`config.mk`:
```
export PLATFORM = sky130hd
export DESIGN_NAME = pps_sequencer
export DESIGN_NICKNAME = d
export VERILOG_FILES = /design/src/pps_pkg.sv /design/src/pps_pattern_decode.sv /design/src/pps_sequencer.sv
export VERILOG_INCLUDE_DIRS = /design/src
export SDC_FILE = /design/constraint.sdc
export NUM_CORES = 2
export LEC_CHECK = 0
export ABC_CLOCK_PERIOD_IN_PS = 7350
export BUFFER_PORTS_ARGS = -buffer_cell sky130_fd_sc_hd__buf_2
export CORE_AREA = 2 2 517 519
export CTS_BUF_LIST = sky130_fd_sc_hd__clkbuf_8
export DETAILED_ROUTE_END_ITERATION = 16
export DIE_AREA = 0 0 519 521
export PLACE_DENSITY = 0.4
export RECOVER_POWER = 50
export SYNTH_ARGS = -nofsm -noshare
export SYNTH_HDL_FRONTEND = slang
export SYNTH_SLANG_ARGS = --single-unit
```
`constraint.sdc`:
```
create_clock -name MCLK -period 7.35 [get_ports MCLK]
set_input_delay 1.1025 -clock MCLK [delete_from_list [all_inputs] [get_ports MCLK]]
set_output_delay 1.1025 -clock MCLK [all_outputs]
set_load 0.05 [all_outputs]
```
`src/pps_params.svh`:
```
// Constants for the program pattern segment sequencer
`ifndef PPS_PARAMS_SVH
`define PPS_PARAMS_SVH
// ***************************************************************
// Timing
// ***************************************************************
`define PPS_CLK_HZ        100000000
`define PPS_TICK_TIME_S   1
`define PPS_TICK_CYC      (`PPS_CLK_HZ * `PPS_TICK_TIME_S)
`define PPS_END_TIME_S    5
`define PPS_END_SECS      8'h05
`define PPS_DELAY_MAX_S   32'h00057e3f
// ***************************************************************
// Widths and field values
// ***************************************************************
`define PPS_SEGW          5
`define PPS_SECW          32
`define PPS_NEV           16
`define PPS_SEG_FIRST     5'h01
`define PPS_SW_CONT       2'h0
`define PPS_SW_HOLD       2'h1
`define PPS_SW_LOCAL      2'h2
`define PPS_SW_RESET      2'h3
`define PPS_ONE           32'h00000001
`define PPS_ZERO          32'h00000000
`endif

```
`src/pps_pkg.sv`:
```
// Type definitions for the program pattern segment sequencer
`default_nettype none
package pps_pkg;
   // Run state, one-hot
   typedef enum logic [4:0] {
      PPS_IDLE  = 5'b00001,
      PPS_DELAY = 5'b00010,
      PPS_RUN   = 5'b00100,
      PPS_HOLD  = 5'b01000,
      PPS_LOCAL = 5'b10000
   } pps_state_t;
endpackage
`default_nettype wire

```
`src/pps_pattern_decode.sv`:
```
// Pattern number decode from six contact inputs, binary or BCD
`timescale 1ns/1ps
`default_nettype none
module pps_pattern_decode (
   // Contacts
   input  wire logic [5:0] sel_in,
   input  wire logic       bcd_mode,
   // Result
   output logic      [6:0] pattern
);
   // ***************************************************************
   // Decode
   // ***************************************************************
   // BCD: low four bits are units, top two bits are tens
   wire [6:0] bin_val = {1'b0, sel_in};
   wire [6:0] tens    = {5'h00, sel_in[5:4]};
   wire [6:0] bcd_val = 7'((tens << 3) + (tens << 1)) + {3'h0, sel_in[3:0]};
   assign pattern = bcd_mode ? bcd_val : bin_val;
endmodule // pps_pattern_decode
`default_nettype wire

```
`src/pps_sequencer.sv`:
```
// Program pattern segment sequencer top
// Contract
// - Pattern from contacts, binary or BCD
// - Repeat section: start, end, count, unlimited
// - Only one repeat range tracked
// - Repeat off or past end: no repeat
// - Change below start restarts repeat counting
// - Count change keeps done passes
// - Unlimited to finite counts from change
// - Jump back forces time events off
// - PV start again at each repeat
// - Start delay up to 99:59:59, locked running
// - Delay rejects hold and advance
// - Run begins at chosen start segment
// - Mid start uses start mode rules
// - Hold freezes segment timer
// - Hold edits final SP, remaining time
// - Time ramp refuses remaining-time-only edit
// - Release, run or advance leaves hold
// - Hold and edits shift end, events
// - Shortened time fires expired events
// - Last advance: local or reset
// - Advance: repeat, next segment, clears hold
// - Normal end pulses contact 5 s
// - Hold release at last segment stops
`timescale 1ns/1ps
`default_nettype none
`include "pps_params.svh"
module pps_sequencer (
   // Clock, reset, enable
   input  wire logic                   MCLK,
   input  wire logic                   SRST,
   input  wire logic                   CE,
   // Pattern select contacts
   input  wire logic [5:0]             PATTERN_SELECT_INPUTS,
   input  wire logic                   BCD_MODE,
   // Commands (one-cycle pulses)
   input  wire logic                   RUN_REQ,
   input  wire logic                   STOP_REQ,
   input  wire logic                   HOLD_REQ,
   input  wire logic                   RELEASE_REQ,
   input  wire logic                   ADVANCE_REQ,
   // Pattern configuration
   input  wire logic [`PPS_SEGW-1:0]   START_SEG,
   input  wire logic [`PPS_SEGW-1:0]   LAST_SEG,
   input  wire logic [`PPS_SECW-1:0]   SEG_TIME,
   input  wire logic [1:0]             SEG_SWITCH,
   input  wire logic                   SEG_TIME_RAMP,
   input  wire logic [1:0]             START_MODE,
   input  wire logic [`PPS_SECW-1:0]   START_DELAY,
   // Repeat section
   input  wire logic                   REP_ON,
   input  wire logic [`PPS_SEGW-1:0]   REP_START,
   input  wire logic [`PPS_SEGW-1:0]   REP_END,
   input  wire logic [7:0]             REP_COUNT,
   input  wire logic                   REP_INF,
   input  wire logic                   REP_CHANGE,
   // Time events of the current segment
   input  wire logic [`PPS_SECW-1:0]   EV_ON_TIME [`PPS_NEV],
   input  wire logic [`PPS_SECW-1:0]   EV_OFF_TIME [`PPS_NEV],
   // Hold edits
   input  wire logic                   EDIT_FSP,
   input  wire logic                   EDIT_TIME,
   input  wire logic [`PPS_SECW-1:0]   EDIT_REMAIN,
   input  wire logic [`PPS_SECW-1:0]   RECALC_REMAIN,
   // Status
   output logic [6:0]                  PATTERN,
   output logic [`PPS_SEGW-1:0]        SEGMENT,
   output logic [`PPS_SECW-1:0]        SEG_ELAPSED,
   output logic [`PPS_SECW-1:0]        SEG_END,
   output logic [7:0]                  REP_DONE,
   output logic                        RUNNING,
   output logic                        DELAYING,
   output logic                        HOLDING,
   output logic                        LOCAL_MODE,
   output logic                        PV_START,
   output logic [`PPS_NEV-1:0]         TIME_EVENT,
   output logic                        PATTERN_END,
   output logic                        END_REPORT
);
   import pps_pkg::*;

   // ***************************************************************
   // State and counters
   // ***************************************************************
   pps_state_t                state;       // Run state
   logic [26:0]               tick_cnt;    // Divider to one second
   logic [`PPS_SECW-1:0]      delay_cnt;   // Start delay remaining
   logic [7:0]                end_cnt;     // Pattern end pulse seconds
   logic                      rep_inf_run; // Unlimited as of last change
   logic [6:0]                pattern_raw; // Decoded contacts
   // ***************************************************************
   // Pattern decode
   // ***************************************************************
   pps_pattern_decode u_decode (
      .sel_in   (PATTERN_SELECT_INPUTS),
      .bcd_mode (BCD_MODE),
      .pattern  (pattern_raw));
   // ***************************************************************
   // Decode of conditions
   // ***************************************************************
   // One-second strobe; held time does not run
   wire sec_tick   = (tick_cnt == 27'(`PPS_TICK_CYC - 1));
   wire st_idle    = (state == PPS_IDLE) || (state == PPS_LOCAL);
   wire st_delay   = (state == PPS_DELAY);
   wire st_run     = (state == PPS_RUN);
   wire st_hold    = (state == PPS_HOLD);
   // Delay phase swallows hold and advance
   wire adv_ok     = ADVANCE_REQ && (st_run || st_hold);
   wire hold_ok    = HOLD_REQ && st_run;
   wire rel_ok     = st_hold && (RELEASE_REQ || RUN_REQ);
   wire at_last    = (SEGMENT == LAST_SEG);
   wire at_rep_end = REP_ON && (SEGMENT == REP_END);
   // Finite pass budget left; unlimited always repeats
   wire passes_left = REP_INF || (REP_DONE < REP_COUNT);
   wire seg_done   = st_run && sec_tick && (SEG_ELAPSED + `PPS_ONE >= SEG_END);
   wire step       = seg_done || adv_ok;
   // Repeat jump taken at the section end
   wire do_repeat  = step && at_rep_end && passes_left;
   // Natural end of the last segment
   wire nat_end    = seg_done && at_last && !do_repeat;
   wire adv_end    = adv_ok && at_last && !do_repeat;
   // Remaining time alone locked on time-ramp segments
   wire time_edit  = st_hold && EDIT_TIME && !EDIT_FSP &&
                     !SEG_TIME_RAMP;
   wire fsp_edit   = st_hold && EDIT_FSP;
   // Edits shift end relative to now
   wire [`PPS_SECW-1:0] new_end = SEG_ELAPSED +
        (fsp_edit && SEG_TIME_RAMP ? RECALC_REMAIN : EDIT_REMAIN);
   // Full width: a one-bit load would cut every delay to a second
   wire [`PPS_SECW-1:0] delay_load = (START_DELAY > `PPS_DELAY_MAX_S) ?
                     `PPS_DELAY_MAX_S : START_DELAY;
   // ***************************************************************
   // Second divider
   // ***************************************************************
   always_ff @(posedge MCLK) begin
      if (SRST) begin
         tick_cnt <= 27'h0;
      end else if (CE) begin
         tick_cnt <= sec_tick ? 27'h0 : tick_cnt + 27'h1;
      end
   end
   // ***************************************************************
   // Sequencer state
   // ***************************************************************
   // Keeps elapsed time frozen while held so end and events move late
   always_ff @(posedge MCLK) begin
      if (SRST) begin
         state       <= PPS_IDLE;
         SEGMENT     <= `PPS_SEG_FIRST;
         SEG_ELAPSED <= `PPS_ZERO;
         SEG_END     <= `PPS_ZERO;
         delay_cnt   <= `PPS_ZERO;
         PATTERN     <= 7'h00;
         PV_START    <= 1'b0;
      end else if (CE) begin
         PV_START <= 1'b0;
         unique case (state)
            PPS_IDLE, PPS_LOCAL: begin
               if (RUN_REQ) begin
                  PATTERN   <= pattern_raw;
                  SEGMENT   <= START_SEG;
                  SEG_ELAPSED <= `PPS_ZERO;
                  SEG_END   <= SEG_TIME;
                  delay_cnt <= delay_load;
                  state     <= PPS_DELAY;
               end
            end
            PPS_DELAY: begin
               if (STOP_REQ) begin
                  state <= PPS_IDLE;
               end else if (delay_cnt == `PPS_ZERO) begin
                  state    <= PPS_RUN;
                  PV_START <= (START_MODE != 2'h0);
                  SEG_END  <= SEG_TIME;
               end else if (sec_tick) begin
                  delay_cnt <= delay_cnt - `PPS_ONE;
               end
            end
            PPS_RUN, PPS_HOLD: begin
               if (STOP_REQ) begin
                  state <= PPS_IDLE;
               end else if (adv_end || nat_end) begin
                  state <= (SEG_SWITCH == `PPS_SW_LOCAL) ?
                           PPS_LOCAL : PPS_IDLE;
               end else if (rel_ok && at_last && !ADVANCE_REQ) begin
                  state <= PPS_IDLE;
               end else if (do_repeat) begin
                  SEGMENT     <= REP_START;
                  SEG_ELAPSED <= `PPS_ZERO;
                  SEG_END     <= SEG_TIME;
                  PV_START    <= (START_MODE != 2'h0);
                  state       <= PPS_RUN;
               end else if (step) begin
                  SEGMENT     <= SEGMENT + `PPS_SEGW'(1);
                  SEG_ELAPSED <= `PPS_ZERO;
                  SEG_END     <= SEG_TIME;
                  state       <= PPS_RUN;
               end else if (hold_ok) begin
                  state <= PPS_HOLD;
               end else if (rel_ok) begin
                  state <= PPS_RUN;
               end else if (time_edit || fsp_edit) begin
                  SEG_END <= new_end;
               end else if (st_run && sec_tick) begin
                  SEG_ELAPSED <= SEG_ELAPSED + `PPS_ONE;
               end
            end
            default: state <= PPS_IDLE;
         endcase
      end
   end
   // ***************************************************************
   // Repeat pass counting
   // ***************************************************************
   // One counter only; a single section per pattern
   always_ff @(posedge MCLK) begin
      if (SRST) begin
         REP_DONE    <= 8'h00;
         rep_inf_run <= 1'b0;
      end else if (CE) begin
         if ((st_idle && RUN_REQ) || REP_CHANGE) rep_inf_run <= REP_INF;
         if (st_idle && RUN_REQ) begin
            REP_DONE <= 8'h00;
         end else if (REP_CHANGE && (!REP_ON || SEGMENT > REP_END)) begin
            REP_DONE <= REP_COUNT;
         end else if (REP_CHANGE && SEGMENT < REP_START) begin
            REP_DONE <= 8'h00;
         end else if (REP_CHANGE && rep_inf_run && !REP_INF) begin
            REP_DONE <= 8'h00;
         end else if (do_repeat && !REP_INF) begin
            REP_DONE <= REP_DONE + 8'h01;
         end
      end
   end
   // ***************************************************************
   // Time events
   // ***************************************************************
   // Level from elapsed time; a cut end makes passed events fire now
   genvar gi;
   generate
      for (gi = 0; gi < `PPS_NEV; gi++) begin : g_ev
         wire ev_live = (st_run || st_hold) &&
                        (SEG_ELAPSED >= EV_ON_TIME[gi]) &&
                        (SEG_ELAPSED <  EV_OFF_TIME[gi]);
         // Shortened remaining time: the on point lies past the new end
         wire ev_cut  = time_edit && (EV_ON_TIME[gi] >= new_end) &&
                        (EV_ON_TIME[gi] < SEG_END);
         always_ff @(posedge MCLK) begin
            if (SRST) begin
               TIME_EVENT[gi] <= 1'b0;
            end else if (CE) begin
               if (do_repeat || st_idle) begin
                  TIME_EVENT[gi] <= 1'b0;
               end else if (ev_cut) begin
                  TIME_EVENT[gi] <= 1'b1;
               end else if (!st_hold) begin
                  TIME_EVENT[gi] <= ev_live;
               end
            end
         end
      end
   endgenerate
   // ***************************************************************
   // Pattern end contact and status
   // ***************************************************************
   always_ff @(posedge MCLK) begin
      if (SRST) begin
         end_cnt     <= 8'h00;
         PATTERN_END <= 1'b0;
         END_REPORT  <= 1'b0;
         RUNNING     <= 1'b0;
         DELAYING    <= 1'b0;
         HOLDING     <= 1'b0;
         LOCAL_MODE  <= 1'b0;
      end else if (CE) begin
         END_REPORT <= nat_end && !STOP_REQ;
         if (nat_end && !STOP_REQ) begin
            end_cnt     <= `PPS_END_SECS;
            PATTERN_END <= 1'b1;
         end else if (end_cnt == 8'h00) begin
            PATTERN_END <= 1'b0;
         end else if (sec_tick) begin
            end_cnt     <= end_cnt - 8'h01;
            PATTERN_END <= (end_cnt != 8'h01);
         end
         RUNNING    <= st_run;
         DELAYING   <= st_delay;
         HOLDING    <= st_hold;
         LOCAL_MODE <= (state == PPS_LOCAL);
      end
   end
endmodule // pps_sequencer
`default_nettype wire

```
* Yosys cells after proc, flatten, opt, wreduce, memory -nomap -nowiden
Cells that the tools add are included.
** Cells by class
- $add $sub $neg :: 9
- $lt $le $gt $ge :: 69
- Eq/ne operators :: 43
- Muxes and demuxes :: 117
- Reduce and logical (&&, ||, !) cells :: 144
** Operators by type and width (count)
- >= comparator 32 bit :: 33
- < comparator 32 bit :: 32
- 2-to-1 mux 32 bit :: 27
- case mux 32 bit (2 select lines) :: 2
- case mux 32 bit (3 select lines) :: 1
- logical AND 1 bit :: 90
- 2-to-1 mux 5 bit :: 17
- 2-to-1 mux 8 bit :: 8
- 2-to-1 mux 1 bit :: 57
- != test 3 x 1 -> 1 bit (second input constant) :: 16
- AND reduction 2 bit :: 19
- adder 32 x 1 -> 32 bit (second input constant) :: 1
- adder 32 bit :: 1
- greater-than comparator 32 x 19 -> 1 bit (second input constant) :: 1
- logical NOT 32 bit :: 1
- subtractor 32 x 1 -> 32 bit (second input constant) :: 1
- adder 27 x 1 -> 27 bit (second input constant) :: 1
- equality test 27 bit (second input constant) :: 1
- 2-to-1 mux 27 bit :: 1
- != test 4 bit (second input constant) :: 5
- != test 2 bit (second input constant) :: 8
- case mux 5 bit (3 select lines) :: 1
- AND reduction 11 bit :: 1
- equality test 5 bit :: 2
- 34 further kinds :: 55
** Storage, ports and cells
- Flip-flop bits (word level) :: 180
- Bits of input ports :: 1205
- Output and inout bits :: 107
- Word-level logic and storage cells :: 415

* Depth between registers and ports, before layout
- Word-level depth :: 14
- Gate-level depth with buffers :: 29

* Hierarchy
A second synthesis with hierarchy kept.
** Unflattened totals
- Cell total of the unflattened synthesis :: 7526
- Area total of the unflattened synthesis :: 58531.1 µm²
** By module, submodules not included
- pps_sequencer :: times used 1, cells each 7500, area each 58324.7 µm²
- pps_pattern_decode :: times used 1, cells each 26, area each 206.4 µm²

* Least setup slack after synthesis
Ideal clock, no wire load.
- Path kind :: input to register
- Start :: input EDIT_FSP
- End :: register TIME_EVENT[3]
- Library setup time :: 0.106 ns
- Arrival :: 6.489 ns
- Data required time :: 7.244 ns
- Path slack :: 0.755 ns
- Stages on the path :: 21
- Path buffers :: 1
- Path through :: nand3_1 > clkbuf_1 > mux2_2 > ha_1 > a221o_1 > or3_1 > nor3_1 > a21oi_1 > a21o_1 > a31oi_1 > a21oi_1 > xnor2_1 > ha_1 > a21o_1 > a21o_1 > a21oi_1 > o21ai_0 > or4_1 > o2111ai_1 > a21oi_1 > o311ai_0
** Between the ends
- Longest elaborated chain between the ends :: 9
- Elaborated cells between the ends (all ways) :: 14
** RTL lines
- start, declared :: RTL line pps_sequencer.sv:62 : input wire logic EDIT_FSP,
- logical AND 1 bit :: RTL line pps_sequencer.sv:126 : wire fsp_edit = st_hold && EDIT_FSP;
- logical AND 1 bit :: RTL line pps_sequencer.sv:129 : (fsp_edit && SEG_TIME_RAMP ? RECALC_REMAIN : EDIT_REMAIN);
- 2-to-1 mux 32 bit :: RTL line pps_sequencer.sv:129
- adder 32 bit :: RTL line pps_sequencer.sv:128 : wire [`PPS_SECW-1:0] new_end = SEG_ELAPSED +
- >= comparator 32 bit :: RTL line pps_sequencer.sv:247 : wire ev_cut = time_edit && (EV_ON_TIME[gi] >= new_end) &&
- logical AND 1 bit * (2 in a row) :: RTL line pps_sequencer.sv:247
- != test 3 x 1 -> 1 bit (no line) or 2-to-1 mux 1 bit (tied branches)
- AND reduction 2 bit (no line) or 2-to-1 mux 1 bit (tied branches)
- end signal, assigned by index :: RTL line pps_sequencer.sv:258 : TIME_EVENT[gi] <= ev_live;
- end, declared :: RTL line pps_sequencer.sv:77 : output logic [`PPS_NEV-1:0] TIME_EVENT,
Mark *: on every way between the ends. The rest lies on a longest branch, timed or not.
A chain may end at the register's enable or synchronous reset.

* Final worst setup path
- Start :: register state[4]
- End :: register TIME_EVENT[10]
** Between the ends
- Longest elaborated chain between the ends :: 10
- Elaborated cells between the ends (all ways) :: 30
** RTL lines
- start, declared :: RTL line pps_sequencer.sv:86 : pps_state_t state;
- start signal, assigned :: RTL line pps_sequencer.sv:184 : state <= (SEG_SWITCH == `PPS_SW_LOCAL) ?
- equality test 5 x 4 -> 1 bit :: RTL line pps_sequencer.sv:107 : wire st_hold = (state == PPS_HOLD);
- logical AND 1 bit :: RTL line pps_sequencer.sv:126
- logical AND 1 bit :: RTL line pps_sequencer.sv:129
- 2-to-1 mux 32 bit :: RTL line pps_sequencer.sv:129
- adder 32 bit :: RTL line pps_sequencer.sv:128
- >= comparator 32 bit :: RTL line pps_sequencer.sv:247
- logical AND 1 bit (2 in a row) :: RTL line pps_sequencer.sv:247
- != test 3 x 1 -> 1 bit (no line) or 2-to-1 mux 1 bit (tied branches)
- AND reduction 2 bit (no line) or 2-to-1 mux 1 bit (tied branches)
Parallel ways exist; a longest one is shown, timed or not. The select of a mux whose other input is x is not followed.

==> flow_summary_export.csv <==
group,metric,value,unit
floorplanning,floorplan.initialDensity,22.3,%
synth,yosys_warnings,0,
critical_path,ff2ff_path_depth,30,
timing,worst_pin_slew,3.48,ns
critical_path,worstPathRequired,7.90,ns
worst_hold_path,hold_path_cell_cnt,2,
synth,yosys_register_bits,179,
floorplanning,design.die.area,270000,sq um
synth,post_synth_inst_count,7524,
timing,setup_viol,0,
power,vdd_ir_drop_max,0.0715,mV
power,design_power_total,5.41,mW
grt,grt_pass1_wl,524000,microns
drt,drt_pass1_iterations,6,
place,pre_cts_slack,-0.393,ns
critical_path,worst_setup_path_endpoint,"TIME_EVENT[10]$_SDFFE_PP0P_",
synth,synth.cell_area,58900,sq um
synth,synth.distinct_cells,88,
drt,drt_drc_violations_left,0,
critical_path,worst_setup_path_startpoint,"state[4]$_SDFFE_PP0P_",
drt,final_antenna_net_count,0,
timing,timing.setup.tns,0,ns
clock_network,clock_tree.buffer_depth,3,
drt,wl_per_cell,31.0,microns
layout,synthToLayoutAreaGrowth,22.3,%
critical_path,cp_max_fo,21,
drt,detailroute.via_count,65171,
worst_hold_path,min-delay-path-class,"flip-flop to flip-flop",
timing,post-route-period-util,94.7,%
clock_network,clock-sinks,179,
power,leakage,41.0,nW
status,outcome,"finished, violations left",
place,port_buffers,1310,
critical_path,critical_path.slowest_cell,"a2111oi_1",
timing,rsz0062_at_grt,"no",
synth,synthesis.nets,10821,
critical_path,crit_path_end_kind,"flip-flop",
timing,max_freq,144,MHz
power,power_per_cell_area,75.0,nW/um^2
critical_path,critical_path.startpoint_type,"flip-flop",
status,failed_checks,"capacitance limit, slew limit",
clock_network,cts.htree.levels,4,
drt,wirelength,390000,microns
floorplanning,die-height,521,microns
critical_path,regToRegEndpoint,"TIME_EVENT[10]$_SDFFE_PP0P_",
synth,synth_seq_area_share,6.08,%
synth,synthArstFlopShare,0,%
floorplanning,floorplan.rows,189,
critical_path,regToRegSetupSlack,0.39,ns
synth,synth_top_flop_cell,"dfxtp_1",
floorplanning,ios,1312,
critical_path,critPathMostFrequentCell,"a21oi_1",
place,detailed_place_hpwl,332000,microns
clock_network,cts.root.buffer_cell,"clkbuf_8",
floorplanning,fp.dieW,519,microns
layout,count_of_nets_after_finishing,12257,
layout,layout-drive-gt1-share,17.6,%
critical_path,r2r_start,"state[4]$_SDFFE_PP0P_",
timing,period_minus_slack,6.96,ns
job,maxCapViolations,21,
critical_path,worst-setup-path-type,"flip-flop to flip-flop",
timing,final_critical_path_setup_slack,0.387,ns
timing,count_of_final_hold_check_violations,0,
clock_network,clock_insertion_delay_worst_skew,0.69,ns
timing,number_of_pins_with_negative_max_slew_slack_in_the_final_report,466,
grt,grt_antenna_before_repair,282,
critical_path,worstPathArrival,7.52,ns
layout,final_core_util,27.3,%
layout,fill_cells,29215,
critical_path,cpPeakStageDelay,0.53,ns
layout,register_area,3680,sq um
grt,globalRouteOverflowTotal,0,
clock_network,clkTransAtPathRegs,0.15,ns
layout,layout.cells.most_common_list,"ha_1 (2090), buf_2 (1234), inv_1 (1103)",
clock_network,hold_buffers,0,
timing,relative_slew_margins,-132,%
timing,final_clock_skew,0.0772,ns
floorplanning,coreArea,264000,sq um
grt,grt_start_max_net_pins,60,
grt,gr-usage-all-layers,27.7,%
drt,avgViaCountPerCell,5.17,
clock_network,tritoncts,"yes",
place,place.gp.congestion,0.953,
layout,multiInputGateArea,51200,sq um
worst_hold_path,hold_path.startpoint,"PATTERN[0]$_SDFFE_PP0P_",
clock_network,number_of_buffers_inserted_during_clock_tree_synthesis,25,
drt,drtIter0Drc,3849,
synth,post_synth.cell_area_avg,7.83,sq um
synth,number_of_flops_mapped_to_enable_cells_by_yosys,0,
layout,mostFrequentLayoutCell,"ha_1",
grt,vias_in_the_first_global_route,66135,
-- state kept, by name, summed over array words and instances (netlist names) --
register,count
SEGMENT,5
RUNNING,1
TIME_EVENT,16
LOCAL_MODE,1
delay_cnt,32
SEG_ELAPSED,32
rep_inf_run,1
END_REPORT,1
REP_DONE,8
tick_cnt,27
DELAYING,1
SEG_END,32
state,5
PV_START,1
PATTERN,6
PATTERN_END,1
end_cnt,8
HOLDING,1
-- cell families after synthesis --
family | count (synthesis) | synth area share, %
AOI/OAI and AO/OA | 2189 | 24.1
xor gates and xnor gates | 107 | 1.59
adders and majority gates | 2095 | 44.5
buffers and inverters | 1202 | 7.72
DFF | 179 | 6.08
muxes | 57 | 1.04
other | 1 | 0.00636
and+or+nand+nor | 1694 | 15.0
-- worst max-delay path, delay by kind of cell (launching register included) --
kind / cells / cell delay [ns]
simple gates: 10 / 2.12
fa+ha+maj: 4 / 1.20
compound gates: 11 / 2.24
flops: 1 / 0.38
buf+inv: 4 / 0.56
mux: 1 / 0.27
-- where the power goes --
part / switching [mW] / internal, mW / total [mW]
Clock: 0.559 / 0.339 / 0.898
Combinational: 2.17 / 1.29 / 3.46
Sequential: 0.0507 / 0.998 / 1.05
-- worst min-delay path by stage --
stage,to,slack [ns]
after floorplan,delay_cnt[1]$_SDFFE_PP0P_,0.45
after global placement,TIME_EVENT[10]$_SDFFE_PP0P_,0.45
after detailed placement,PATTERN[0]$_SDFFE_PP0P_,0.45
after CTS,PATTERN[0]$_SDFFE_PP0P_,0.48
after global routing,PATTERN[0]$_SDFFE_PP0P_,0.50
final,PATTERN[0]$_SDFFE_PP0P_,0.47
-- cells in the mapped netlist (33+ instances only) --
cell,n,area [sq um]
dfxtp_1,179,3580
mux2_2,33,372
xor2_1,48,420
and3_1,43,269
nor2_1,358,1340
o21a_1,64,480
o2111ai_1,34,298
a21oi_1,627,3140
a31oi_1,35,219
nor3_1,111,556
a21o_1,560,4200
nor4_1,49,307
xnor2_1,59,517
nand3_1,164,821
inv_1,1120,4200
nand4_1,269,1680
a211oi_1,109,818
nand2_1,290,1090
o211ai_1,66,495
nor2b_1,123,769
clkbuf_1,55,206
a2111oi_0,56,490
ha_1,2090,26200
o21ai_0,404,2020
nand2b_1,122,763
-- layer usage --
layer	routed length [microns]	track usage (%)	share of wire, %
met1	151000	30.6	39
met2	193000	50.1	49
met3	18700	3.78	4.8
met4	27500	17.2	7.0
met5	455	0	0.12
-- area by class of cell --
type	count	share of cell area (%)
diodes	114	0.396
clock buffers	27	0.516
clock inverters	6	0.0451
inverters	1121	5.84
multi-input cells	6143	71.1
flip-flops and latches	179	5.10
well taps	3533	6.13
repair buffers	1490	10.9
-- through the flow --
| stage | hold slack [ns] | area [sq um] | std cells |
|---|---|---|---|
| final | 0.470 | 72100 | 12613 |
| after global routing | 0.495 | 72000 | 12577 |
| after CTS | 0.476 | 71900 | 12495 |
| after detailed placement | 0.455 | 71500 | 12462 |
| after global placement | 0.450 | 71500 | 12462 |
| after floorplan | 0.445 | 58900 | 7524 |
-- timing repair --
action | CTS | global route
gates resized for setup | 1 | 0
endpoints found under the setup margin | 1 | 1
hold endpoints to repair | 0 | 0
buffers inserted | 0 | 4
pin swaps | 0 | 1
Power figures use the tool's default switching activity.
